==> config.mk <==
export PLATFORM = sky130hd
export DESIGN_NAME = sicr_top
export DESIGN_NICKNAME = d
export VERILOG_FILES = /design/src/common/sicr_pkg.sv /design/src/logic/sicr_sync.sv /design/src/logic/sicr_top.sv
export SDC_FILE = /design/constraint.sdc
export NUM_CORES = 1
export LEC_CHECK = 0
export ABC_CLOCK_PERIOD_IN_PS = 3500
export BUFFER_PORTS_ARGS = -buffer_cell sky130_fd_sc_hd__buf_2
export CORE_UTILIZATION = 40
export DETAILED_ROUTE_END_ITERATION = 12
export HOLD_SLACK_MARGIN = 0.02
export PLACE_DENSITY_LB_ADDON = 0.08
export SETUP_SLACK_MARGIN = 0.15
export SYNTH_ARGS = -nofsm -noshare
export SYNTH_HDL_FRONTEND = slang
export SYNTH_HIERARCHICAL = 1
export SYNTH_SLANG_ARGS = --single-unit
==> constraint.sdc <==
create_clock -name clk_i -period 3.5 [get_ports clk_i]
set_input_delay 0.175 -clock clk_i [delete_from_list [all_inputs] [get_ports clk_i]]
set_output_delay 0.175 -clock clk_i [all_outputs]
set_load 0.01 [all_outputs]
==> src/common/sicr_pkg.sv <==
// Constants for the IF reference, IF control and RF phase resync logic.
// Assumes a 24-bit serial word whose three lowest bits carry the address.
package sicr_pkg;

  // Serial word shape
  localparam int unsigned SICR_WORD_W = 24;
  localparam int unsigned SICR_ADDR_W = 3;
  localparam int unsigned SICR_ADDR_LSB = 0;
  localparam int unsigned SICR_ADDR_MSB = 2;

  // Latch addresses
  localparam logic [2:0] SICR_ADDR_RF_FREQ_A = 3'h0;
  localparam logic [2:0] SICR_ADDR_RF_FREQ_B = 3'h1;
  localparam logic [2:0] SICR_ADDR_RF_CTRL = 3'h2;
  localparam logic [2:0] SICR_ADDR_MASTER = 3'h3;
  localparam logic [2:0] SICR_ADDR_IF_N = 3'h4;
  localparam logic [2:0] SICR_ADDR_IF_REF_DIV = 3'h5;
  localparam logic [2:0] SICR_ADDR_IF_CTRL = 3'h6;

  // IF reference divider register fields
  localparam int unsigned SICR_RDIV_W = 15;
  localparam int unsigned SICR_RDIV_LSB = 3;
  localparam int unsigned SICR_RDIV_MSB = 17;
  localparam int unsigned SICR_DOUBLER_BIT = 18;

  // IF control register fields
  localparam int unsigned SICR_CTL_CNT_RESET = 3;
  localparam int unsigned SICR_CTL_CP_3STATE = 4;
  localparam int unsigned SICR_CTL_POWERDOWN = 5;
  localparam int unsigned SICR_CTL_PD_POLARITY = 7;
  localparam int unsigned SICR_CTL_CP_CUR_LSB = 8;
  localparam int unsigned SICR_CTL_CP_CUR_MSB = 10;
  localparam int unsigned SICR_CTL_CP_CUR_W = 3;
  localparam int unsigned SICR_CTL_RESYNC_B11 = 11;
  localparam int unsigned SICR_CTL_TEST_LSB = 12;
  localparam int unsigned SICR_CTL_TEST_MSB = 13;
  localparam int unsigned SICR_CTL_TEST_W = 2;
  localparam int unsigned SICR_CTL_RESYNC_B14 = 14;
  localparam int unsigned SICR_CTL_RESYNC_B15 = 15;

  // Reset values
  localparam logic [23:0] SICR_WORD_RESET = 24'h000000;
  localparam logic [14:0] SICR_CNT_ZERO = 15'h0000;
  localparam logic [14:0] SICR_CNT_ONE = 15'h0001;

endpackage : sicr_pkg

==> src/logic/sicr_sync.sv <==
// Three-stage pin synchroniser with a two-stage agreement filter.
// Assumes asynchronous pin inputs; one clock domain on clk_i.
`timescale 1ns/100ps
`default_nettype none
module sicr_sync #(
  parameter int unsigned WIDTH = 1
) (
  // Clock and reset
  input wire logic clk_i,
  input wire logic rst_i,
  // Pins in, filtered levels out
  input wire logic [WIDTH-1:0] pin_i,
  output logic [WIDTH-1:0] level_o
);

  genvar gi;

  // One chain per pin; stage one feeds only stage two
  generate
    for (gi = 0; gi < WIDTH; gi++)
    begin : g_bit
      logic stage1_r;
      logic stage2_r;
      logic stage3_r;
      logic level_r;

      always_ff @(posedge clk_i or posedge rst_i)
      begin
        if (rst_i)
        begin
          stage1_r <= 1'b0;
          stage2_r <= 1'b0;
          stage3_r <= 1'b0;
          level_r <= 1'b0;
        end
        else
        begin
          stage1_r <= pin_i[gi];
          stage2_r <= stage1_r;
          stage3_r <= stage2_r;
          // A change counts only once two late stages agree
          if (stage2_r == stage3_r)
          begin
            level_r <= stage3_r;
          end
        end
      end

      assign level_o[gi] = level_r;
    end
  endgenerate

endmodule : sicr_sync
`default_nettype wire

==> src/logic/sicr_top.sv <==
// IF reference path, IF control word and RF phase resync for a dual synthesizer.
// Assumes a host drives the three-wire port; reference input is a slow pin.
//
// Notes on behaviour
// - Doubler bit 0 passes reference straight on; 1 doubles it before divider.
// - Fifteen-bit IF reference divider divides by any ratio 1 to 32767.
// - Latched word with address bits 110 loads the IF control register.
// - IF control bit 3 set holds IF counters in reset.
// - Charge pump three-state bit set makes IF charge pump high impedance.
// - IF control bit 5 powers IF down; contents retained meanwhile.
// - IF power-down loads counters, three-states pump, resets lock detect.
// - Serial shift register keeps accepting and latching words in power-down.
// - IF control bit 7 selects IF phase detector polarity.
// - IF control bits 10 to 8 select IF charge pump current.
// - Phase resync enabled only when control bits 15, 14, 11 are all one.
// - With resync enabled, each RF frequency register write triggers resync.
// - Resync fires after divider field count of reference input cycles.
// - IF side stays down until IF control, IF R, IF N, master written.
// - RF side stays down until master, RF control, both frequency words written.
// - Twenty-four bits shift on rising clock; latch strobe rise transfers word.
`timescale 1ns/100ps
`default_nettype none
module sicr_top
  import sicr_pkg::*;
#(
  parameter int unsigned WORD_W = SICR_WORD_W,
  parameter int unsigned RDIV_W = SICR_RDIV_W
) (
  // Clock and reset
  input wire logic clk_i,
  input wire logic rst_i,
  // Three-wire serial port pins
  input wire logic serial_clock_i,
  input wire logic serial_input_line_i,
  input wire logic latch_strobe_i,
  // Reference input pin
  input wire logic reference_input_i,
  // IF phase frequency detector reference
  output logic if_pfd_ref_tick_o,
  // IF control outputs
  output logic if_counter_reset_o,
  output logic if_charge_pump_tristate_o,
  output logic if_powerdown_o,
  output logic if_lock_detect_reset_o,
  output logic if_pd_polarity_o,
  output logic [SICR_CTL_CP_CUR_W-1:0] if_charge_pump_current_o,
  output logic [SICR_CTL_TEST_W-1:0] if_test_mode_o,
  // Power-up tracking
  output logic if_side_awake_o,
  output logic rf_side_awake_o,
  // RF phase resync
  output logic resync_enable_o,
  output logic resync_pending_o,
  output logic resync_fire_o
);

  // Filtered pin levels
  logic [3:0] pins_sync;
  logic sclk_lvl;
  logic serial_input_line_lvl;
  logic latch_lvl;
  logic ref_lvl;

  // Edge history
  logic sclk_prev_r;
  logic latch_prev_r;
  logic ref_prev_r;
  logic sclk_rise;
  logic latch_rise;
  logic ref_rise;
  logic ref_fall;

  // Serial shift register and latches
  logic [WORD_W-1:0] shift_r;
  logic [SICR_ADDR_W-1:0] word_addr;
  logic [WORD_W-1:0] if_ref_div_r;
  logic [WORD_W-1:0] if_ctrl_r;

  // Written flags for power-up tracking
  logic wr_rf_a_r;
  logic wr_rf_b_r;
  logic wr_rf_ctrl_r;
  logic wr_master_r;
  logic wr_if_n_r;
  logic wr_if_ref_r;
  logic wr_if_ctrl_r;
  logic if_awake;
  logic rf_awake;

  // IF reference divider
  logic [RDIV_W-1:0] div_ratio;
  logic [RDIV_W-1:0] div_cnt_r;
  logic [RDIV_W-1:0] div_cnt_nxt;
  logic div_event;
  logic div_hold;
  logic div_wrap;

  // Resync timing
  logic resync_en;
  logic rf_freq_write;
  logic [RDIV_W-1:0] rs_cnt_r;
  logic [RDIV_W-1:0] rs_cnt_nxt;
  logic rs_pending_r;
  logic rs_fire_r;

  // Derived IF control state
  logic pd_active;
  logic tristate_nxt;
  logic cnt_reset_nxt;

  // All four pins pass the agreement synchroniser
  sicr_sync #(
    .WIDTH(4)
  ) u_pin_sync (
    .clk_i(clk_i),
    .rst_i(rst_i),
    .pin_i({reference_input_i, latch_strobe_i, serial_input_line_i, serial_clock_i}),
    .level_o(pins_sync)
  );

  assign sclk_lvl = pins_sync[0];
  assign serial_input_line_lvl = pins_sync[1];
  assign latch_lvl = pins_sync[2];
  assign ref_lvl = pins_sync[3];

  // Edge detectors work on filtered levels only
  always_ff @(posedge clk_i or posedge rst_i)
  begin
    if (rst_i)
    begin
      sclk_prev_r <= 1'b0;
      latch_prev_r <= 1'b0;
      ref_prev_r <= 1'b0;
    end
    else
    begin
      sclk_prev_r <= sclk_lvl;
      latch_prev_r <= latch_lvl;
      ref_prev_r <= ref_lvl;
    end
  end

  assign sclk_rise = sclk_lvl & ~sclk_prev_r;
  assign latch_rise = latch_lvl & ~latch_prev_r;
  assign ref_rise = ref_lvl & ~ref_prev_r;
  assign ref_fall = ~ref_lvl & ref_prev_r;
  assign word_addr = shift_r[SICR_ADDR_MSB:SICR_ADDR_LSB];

  // Shift register never gated by power-down, so words land at any time
  always_ff @(posedge clk_i or posedge rst_i)
  begin
    if (rst_i)
    begin
      shift_r <= SICR_WORD_RESET;
    end
    else if (sclk_rise)
    begin
      shift_r <= {shift_r[WORD_W-2:0], serial_input_line_lvl};
    end
  end

  // Address decode on latch strobe rise; power-down bits do not clear these
  always_ff @(posedge clk_i or posedge rst_i)
  begin
    if (rst_i)
    begin
      if_ref_div_r <= SICR_WORD_RESET;
      if_ctrl_r <= SICR_WORD_RESET;
    end
    else if (latch_rise)
    begin
      if (word_addr == SICR_ADDR_IF_REF_DIV)
      begin
        if_ref_div_r <= shift_r;
      end
      if (word_addr == SICR_ADDR_IF_CTRL)
      begin
        if_ctrl_r <= shift_r;
      end
    end
  end

  // Sticky written flags; only a reset clears them
  always_ff @(posedge clk_i or posedge rst_i)
  begin
    if (rst_i)
    begin
      wr_rf_a_r <= 1'b0;
      wr_rf_b_r <= 1'b0;
      wr_rf_ctrl_r <= 1'b0;
      wr_master_r <= 1'b0;
      wr_if_n_r <= 1'b0;
      wr_if_ref_r <= 1'b0;
      wr_if_ctrl_r <= 1'b0;
    end
    else if (latch_rise)
    begin
      wr_rf_a_r <= wr_rf_a_r | (word_addr == SICR_ADDR_RF_FREQ_A);
      wr_rf_b_r <= wr_rf_b_r | (word_addr == SICR_ADDR_RF_FREQ_B);
      wr_rf_ctrl_r <= wr_rf_ctrl_r | (word_addr == SICR_ADDR_RF_CTRL);
      wr_master_r <= wr_master_r | (word_addr == SICR_ADDR_MASTER);
      wr_if_n_r <= wr_if_n_r | (word_addr == SICR_ADDR_IF_N);
      wr_if_ref_r <= wr_if_ref_r | (word_addr == SICR_ADDR_IF_REF_DIV);
      wr_if_ctrl_r <= wr_if_ctrl_r | (word_addr == SICR_ADDR_IF_CTRL);
    end
  end

  // Each side wakes only once its full register set has been written
  assign if_awake = wr_if_ctrl_r & wr_if_ref_r & wr_if_n_r & wr_master_r;
  assign rf_awake = wr_master_r & wr_rf_ctrl_r & wr_rf_a_r & wr_rf_b_r;

  // Not yet awake counts as powered down for the IF section
  assign pd_active = if_ctrl_r[SICR_CTL_POWERDOWN] | ~if_awake;
  assign tristate_nxt = if_ctrl_r[SICR_CTL_CP_3STATE] | pd_active;
  assign cnt_reset_nxt = if_ctrl_r[SICR_CTL_CNT_RESET] | pd_active;

  // Doubler counts both reference edges, otherwise rising edges only
  assign div_event = if_ref_div_r[SICR_DOUBLER_BIT] ? (ref_rise | ref_fall) : ref_rise;
  assign div_ratio = if_ref_div_r[SICR_RDIV_MSB:SICR_RDIV_LSB];
  assign div_hold = cnt_reset_nxt;
  // A ratio of zero is not legal; it behaves as divide by one
  assign div_wrap = (div_cnt_r >= (div_ratio - SICR_CNT_ONE)) | (div_ratio == SICR_CNT_ZERO);

  // Divider next count
  always_comb
  begin
    div_cnt_nxt = div_cnt_r;
    if (div_hold)
    begin
      div_cnt_nxt = SICR_CNT_ZERO;
    end
    else if (div_event)
    begin
      if (div_wrap)
      begin
        div_cnt_nxt = SICR_CNT_ZERO;
      end
      else
      begin
        div_cnt_nxt = div_cnt_r + SICR_CNT_ONE;
      end
    end
  end

  // Divider state and its one-cycle reference tick
  always_ff @(posedge clk_i or posedge rst_i)
  begin
    if (rst_i)
    begin
      div_cnt_r <= SICR_CNT_ZERO;
      if_pfd_ref_tick_o <= 1'b0;
    end
    else
    begin
      div_cnt_r <= div_cnt_nxt;
      if_pfd_ref_tick_o <= ~div_hold & div_event & div_wrap;
    end
  end

  // Resync gate and trigger
  assign resync_en = if_ctrl_r[SICR_CTL_RESYNC_B15] & if_ctrl_r[SICR_CTL_RESYNC_B14]
    & if_ctrl_r[SICR_CTL_RESYNC_B11];
  assign rf_freq_write = latch_rise & resync_en
    & ((word_addr == SICR_ADDR_RF_FREQ_A) | (word_addr == SICR_ADDR_RF_FREQ_B));

  // Delay counts raw reference cycles, unaffected by the doubler
  always_comb
  begin
    rs_cnt_nxt = rs_cnt_r;
    if (rf_freq_write)
    begin
      rs_cnt_nxt = SICR_CNT_ZERO;
    end
    else if (rs_pending_r & ref_rise)
    begin
      rs_cnt_nxt = rs_cnt_r + SICR_CNT_ONE;
    end
  end

  // Pending delay; a fresh write wins over a fire in the same cycle
  always_ff @(posedge clk_i or posedge rst_i)
  begin
    if (rst_i)
    begin
      rs_cnt_r <= SICR_CNT_ZERO;
      rs_pending_r <= 1'b0;
      rs_fire_r <= 1'b0;
    end
    else
    begin
      rs_cnt_r <= rs_cnt_nxt;
      rs_fire_r <= 1'b0;
      if (rf_freq_write)
      begin
        rs_pending_r <= 1'b1;
      end
      else if (rs_pending_r & ~resync_en)
      begin
        rs_pending_r <= 1'b0; // Disabling resync drops a pending delay
      end
      else if (rs_pending_r & ref_rise & (rs_cnt_nxt >= div_ratio))
      begin
        rs_pending_r <= 1'b0;
        rs_fire_r <= 1'b1;
      end
    end
  end

  // Registered copies of every IF control output
  always_ff @(posedge clk_i or posedge rst_i)
  begin
    if (rst_i)
    begin
      if_counter_reset_o <= 1'b1;
      if_charge_pump_tristate_o <= 1'b1;
      if_powerdown_o <= 1'b1;
      if_lock_detect_reset_o <= 1'b1;
      if_pd_polarity_o <= 1'b0;
      if_charge_pump_current_o <= 3'h0;
      if_test_mode_o <= 2'h0;
    end
    else
    begin
      if_counter_reset_o <= cnt_reset_nxt;
      if_charge_pump_tristate_o <= tristate_nxt;
      if_powerdown_o <= pd_active;
      if_lock_detect_reset_o <= pd_active;
      if_pd_polarity_o <= if_ctrl_r[SICR_CTL_PD_POLARITY];
      if_charge_pump_current_o <= if_ctrl_r[SICR_CTL_CP_CUR_MSB:SICR_CTL_CP_CUR_LSB];
      if_test_mode_o <= if_ctrl_r[SICR_CTL_TEST_MSB:SICR_CTL_TEST_LSB];
    end
  end

  // Registered status outputs
  always_ff @(posedge clk_i or posedge rst_i)
  begin
    if (rst_i)
    begin
      if_side_awake_o <= 1'b0;
      rf_side_awake_o <= 1'b0;
      resync_enable_o <= 1'b0;
      resync_pending_o <= 1'b0;
      resync_fire_o <= 1'b0;
    end
    else
    begin
      if_side_awake_o <= if_awake;
      rf_side_awake_o <= rf_awake;
      resync_enable_o <= resync_en;
      resync_pending_o <= rs_pending_r;
      resync_fire_o <= rs_fire_r;
    end
  end

endmodule : sicr_top
`default_nettype wire

Word level (Yosys, flattened, before mapping)
Cells that the tools add are included.
{ "totals": {"in_bits": 6, "wordCells": 117, "register_bits": 127} }
{ "classes": {"bitwise": 39, "order_cmp": 2, "mux": 12, "add_sub_neg": 3, "reduce_logical": 6, "n_eq_ne": 10} }
{ "ops": {"columns": ["op", "n"], "rows": [
  ["two-way mux 15 bit", 5],
  ["adder 15 x 1 -> 15 bit (second input constant)", 2],
  [">= comparator 15 bit", 2],
  ["AND 1 bit", 19],
  ["zero test 15 bit", 1],
  ["subtractor 15 x 1 -> 15 bit (second input constant)", 1],
  ["bitwise OR 1 bit", 13],
  ["== test 3 bit (second input constant)", 3],
  ["two-way mux 1 bit", 7],
  ["inverter 1 bit", 7],
  ["== test 3 x 2 -> 1 bit (second input constant)", 2],
  ["== test 1 bit", 4],
  ["AND reduction 2 bit", 2],
  ["== test 3 x 1 -> 1 bit (second input constant)", 1],
  ["zero test 3 bit", 1],
  ["nonzero test 3 bit", 1],
  ["nonzero test 2 bit", 1]
]} }

Longest topological paths before layout
{ "depth": {"word_depth": 10, "depth_mapped": 15, "ltp_nobuf": 15} }

Cells and area by module
Netlist, hierarchy kept.
{ "modules_own_cells": {"columns": ["module", "instances", "seq_area_each_um2", "cells_per_inst", "area_each_um2"], "rows": [
  ["sicr_top", 1, 2606.2, 465, 5051.1],
  ["sicr_sync", 1, 400.4, 25, 479.2]
]} }

Worst setup path after synthesis
No wires, ideal clock.
{ "synth_timing": {"path_kind": "register to register", "from": "register if_ref_div_r[5]", "to": "register div_cnt_r[5]", "t_arrival_ns": 2.994, "required_ns": 3.436, "stages_incl_launch_ff": 15, "path_slack_ns": 0.442, "setup_ns": 0.064, "path_buffers": 1, "path_cell_list": "dfrtp_1 > nor3_2 > nand3_1 > nor4_1 > nand2_1 > nor4_1 > xnor2_1 > ha_1 > o21ai_0 > nor2_1 > a211oi_1 > o2111ai_2 > buf_6 > nor4_1 > a21o_1"} }
{ "synth_via": {"elab_chain_cells": 6, "elab_cells_between_ends": 7} }
{ "synth_rtl": {"columns": ["item", "line_no", "source"], "rows": [
  ["start: declaration", "sicr_top.sv:76", "logic [WORD_W-1:0] if_ref_div_r;"],
  ["start signal: assignment", "sicr_top.sv:174", "if_ref_div_r <= shift_r;"],
  ["subtractor 15 x 1 -> 15 bit", "sicr_top.sv:222", "assign div_wrap = (div_cnt_r >= (div_ratio - SICR_CNT_ONE)) | (div_ratio == SICR_CNT_ZERO);"],
  [">= comparator 15 bit", "sicr_top.sv:222", null],
  ["bitwise OR 1 bit (*)", "sicr_top.sv:222", null],
  ["two-way mux 15 bit (*)", "sicr_top.sv:234", "if (div_wrap)"],
  ["two-way mux 15 bit (*)", "sicr_top.sv:232", "else if (div_event)"],
  ["two-way mux 15 bit (*)", "sicr_top.sv:228", "if (div_hold)"],
  ["end signal: assignment", "sicr_top.sv:255", "div_cnt_r <= div_cnt_nxt;"],
  ["end: declaration", "sicr_top.sv:92", "logic [RDIV_W-1:0] div_cnt_r;"]
]} }
Mark *: on every way between the ends. The rest lies on a longest branch, timed or not. The select of a mux whose other input is x is not followed.
A chain may end at the register's enable or synchronous reset.

Worst setup path after layout
Same ends and word-level chain as after synthesis.

==> metrics.yaml <==
routing:
  drtIter0Drc: 135
  wl_mm: 10.9
  viasPerCell: 5.05
  drc_errors: 0
  detail_route.wl_per_cell_um: 15.3
  ant_nets: 0
  vias: 3612
  dr.pass1.iters: 4
timing:
  fin_crit_ns: 3.15
  fin_ws_ns: 0.347
  worst_slew_pin_slew_ns: 0.943
  relSlewSlack_pct: 37.1
  setup_tns_ns: 0
  fin_skew_ns: 0.00580
  setup_viol: 0
  timing.fmax_mhz: 317
  period_share_pct: 90.1
  hold_slack_ns: 0.348
  hold_viol_final: 0
  slew_violations: 0
  grt_setup_unrepaired: "false"
cells_and_area:
  nets: 567
  drive_gt1_share_pct: 22.3
  stdcell_count: 715
  final_util_pct: 49.1
  syn2layout_area_growth_pct: 18.6
  antenna-diode-count: 0
  stdcell_area_um2: 6560
worst_setup_path:
  crit_required_ns: 3.85
  worstPathMaxFanout: 23
  cp_num_buf_inv: 1
  slowest_stage: "dfrtp_1"
  critPathKind: "register to register"
  cp-start-kind: "register"
  path_cells: "nor3_4 > nand3_1 > nor4_4 > nand2_1 > nor4_2 > xnor2_1 > ha_1 > o21ai_0 > nor2_1 > a211oi_2 > o2111ai_2 > buf_6 > nor4_1 > a21o_1"
  max_stage_delay_ns: 0.46
  arrival_ns: 3.50
  path_delay_family: "simple AND/OR/NAND/NOR gates"
  end_kind: "register"
placed_design:
  gp_congestion: 0.750
  port_buffers: 21
  dpl.hpwl_mm: 7.58
  place_inst: 679
  dpl_worst_slack_ns: 0.191
  dpl-instance-area_um2: 5830
die:
  dieArea_um2: 14300
  start_util_pct: 41.4
  rows: 42
  ioPinCount: 22
  die_width_um: 120
  core_area_um2: 13300
  die-height_um: 120
job:
  drv_cap: 0
clock_network:
  cts.sinks: 120
  h-tree-depth: 4
  cts_made_buffers: 17
  clock_path_buffers: 2
  cts_root_buf: "clkbuf_16"
  clkTransAtPathRegs_ns: 0.06
  clk_latency_ns: 0.41
  cts_tree: "yes"
synth:
  synth_area_leaders: "dfrtp_1, ha_1, mux2_2"
  synth_top_area_share_pct: 52.9
  synth_edf_count: 0
  synth_most_common_cell: "dfrtp_1"
  syn_area_um2: 5530
  synth_cell_types: 44
  avgSynthCellArea_um2: 11.3
  synth-seq-area-share_pct: 54.4
  synth.largest_area_cell: "dfrtp_1"
  ys.flop_type: "dfrtp_1"
  synthCells: 490
  syn-num-nets: 530
  yosys_register_bits: 120
  synth_common_cells: "dfrtp_1, nand2_1, o21ai_0, ha_1, inv_1"
  async_reset_ff_share_pct: 100
  ys_warn_count: 6
global_route:
  grt_max_degree: 59
  grt_pass1_wl_mm: 18.6
  antenna_found_initial: 0
  overflow: 0
  grt_util_all_layers_pct: 16.9
  grt_pass1_vias: 3608
power_and_ir_drop:
  vdd_ir_drop_max_v: 0.000362
  p_total_mw: 5.14
  swShare_pct: 30.8
  p_comb_share_pct: 28.4
  p_leak_nw: 3.15
  internal-power_mw: 3.55
  switchingPower_mw: 1.58
  power_density_nw_per_um2: 784
  p_seq_share_pct: 36.3
  clkPwrFrac_pct: 35.3
worst_hold_path:
  min-delay-path-class: "register to register"
status:
  status: "complete, no violations"
## worst paths after layout
kind | from | end | slack [ns] | depth (start not counted)
min in group asynchronous | rst_i | u_pin_sync/g_bit[3].level_r$_DFFE_PP0N_ | 0.42 | 3
max in group asynchronous | rst_i | if_lock_detect_reset_o$_DFF_PP1_ | 2.15 | 4
min | u_pin_sync/g_bit[0].stage1_r$_DFF_PP0_ | u_pin_sync/g_bit[0].stage2_r$_DFF_PP0_ | 0.35 | 0
max | if_ref_div_r[5]$_DFFE_PP0P_ | div_cnt_r[5]$_DFFE_PP0P_ | 0.35 | 14
min reg2reg | u_pin_sync/g_bit[0].stage1_r$_DFF_PP0_ | u_pin_sync/g_bit[0].stage2_r$_DFF_PP0_ | 0.35 | 0
max reg2reg | if_ref_div_r[5]$_DFFE_PP0P_ | div_cnt_r[5]$_DFFE_PP0P_ | 0.35 | 14
## area by class of cell
type / instances / area, um^2
fillers: 1232 / 6790
clock inverters: 12 / 175
flip-flops and latches: 120 / 3010
repair buffers: 33 / 211
well taps: 176 / 220
inverters: 34 / 130
clock buffers: 19 / 443
multi-input cells: 321 / 2370
## registers in the layout, indices dropped and copies added (netlist names), 2 cells and up
signal,cells
div_cnt_r,15
if_charge_pump_current_o,3
if_ctrl_r,12
if_ref_div_r,16
if_test_mode_o,2
rs_cnt_r,15
shift_r,19
u_pin_sync/g_bit.level_r,4
u_pin_sync/g_bit.stage1_r,4
u_pin_sync/g_bit.stage2_r,4
u_pin_sync/g_bit.stage3_r,4
## power by group through the flow
stage,clock network [mW],registers (mW),logic (mW)
floorplan,0,1.84,1.10
global placement,0,1.87,1.39
detailed placement,0,1.88,1.40
CTS,1.86,1.86,1.41
global route,1.92,1.91,1.67
finish,1.81,1.87,1.46
## routing by layer
metal / share of wire, % / GRT usage (%)
met1: 49 / 24.0
met2: 45 / 25.1
met3: 3.6 / 3.80
met4: 1.6 / 6.80
met5: 0 / 0
## kinds of logic after synthesis
family	share of synthesized area, %
mux	6.29
simple gates	13.8
flops	54.4
xor+xnor	4.59
compound gates	8.57
buf+inv	3.89
fa+ha+maj	8.51
## cell usage in the layout (no fill, tap or decap), types with 5 or more instances in the layout
master	instances
ha_1	33
buf_4	6
clkbuf_16	17
dlygate4sd3_1	5
o21ai_0	35
a21o_1	13
nor3_1	5
mux2_2	29
nand3_1	15
nor3b_1	6
xnor2_1	15
o21ai_1	5
nor2_1	23
nand2_1	44
dfrtp_1	117
buf_2	21
a21oi_1	13
nand4_1	8
and3_1	9
xor2_1	14
inv_1	33
## worst reg2reg max path, delay by kind of cell, from the launching register on
family | cells | cell delay (ns)
adder cells (fa/ha/maj) | 1 | 0.26
flip-flops | 1 | 0.46
buffers and inverters | 1 | 0.20
XOR/XNOR | 1 | 0.16
AND/OR/NAND/NOR | 7 | 1.34
AO/OA/AOI/OAI | 4 | 0.68
## repair_timing
action	4_1_cts	5_1_grt
hold endpoints to repair	76	0
endpoints found under the setup margin	0	17
buffers inserted	0	0
gates resized for setup	0	12
hold buffers	5	0
Note: power is estimated with default switching activity, not from simulation.
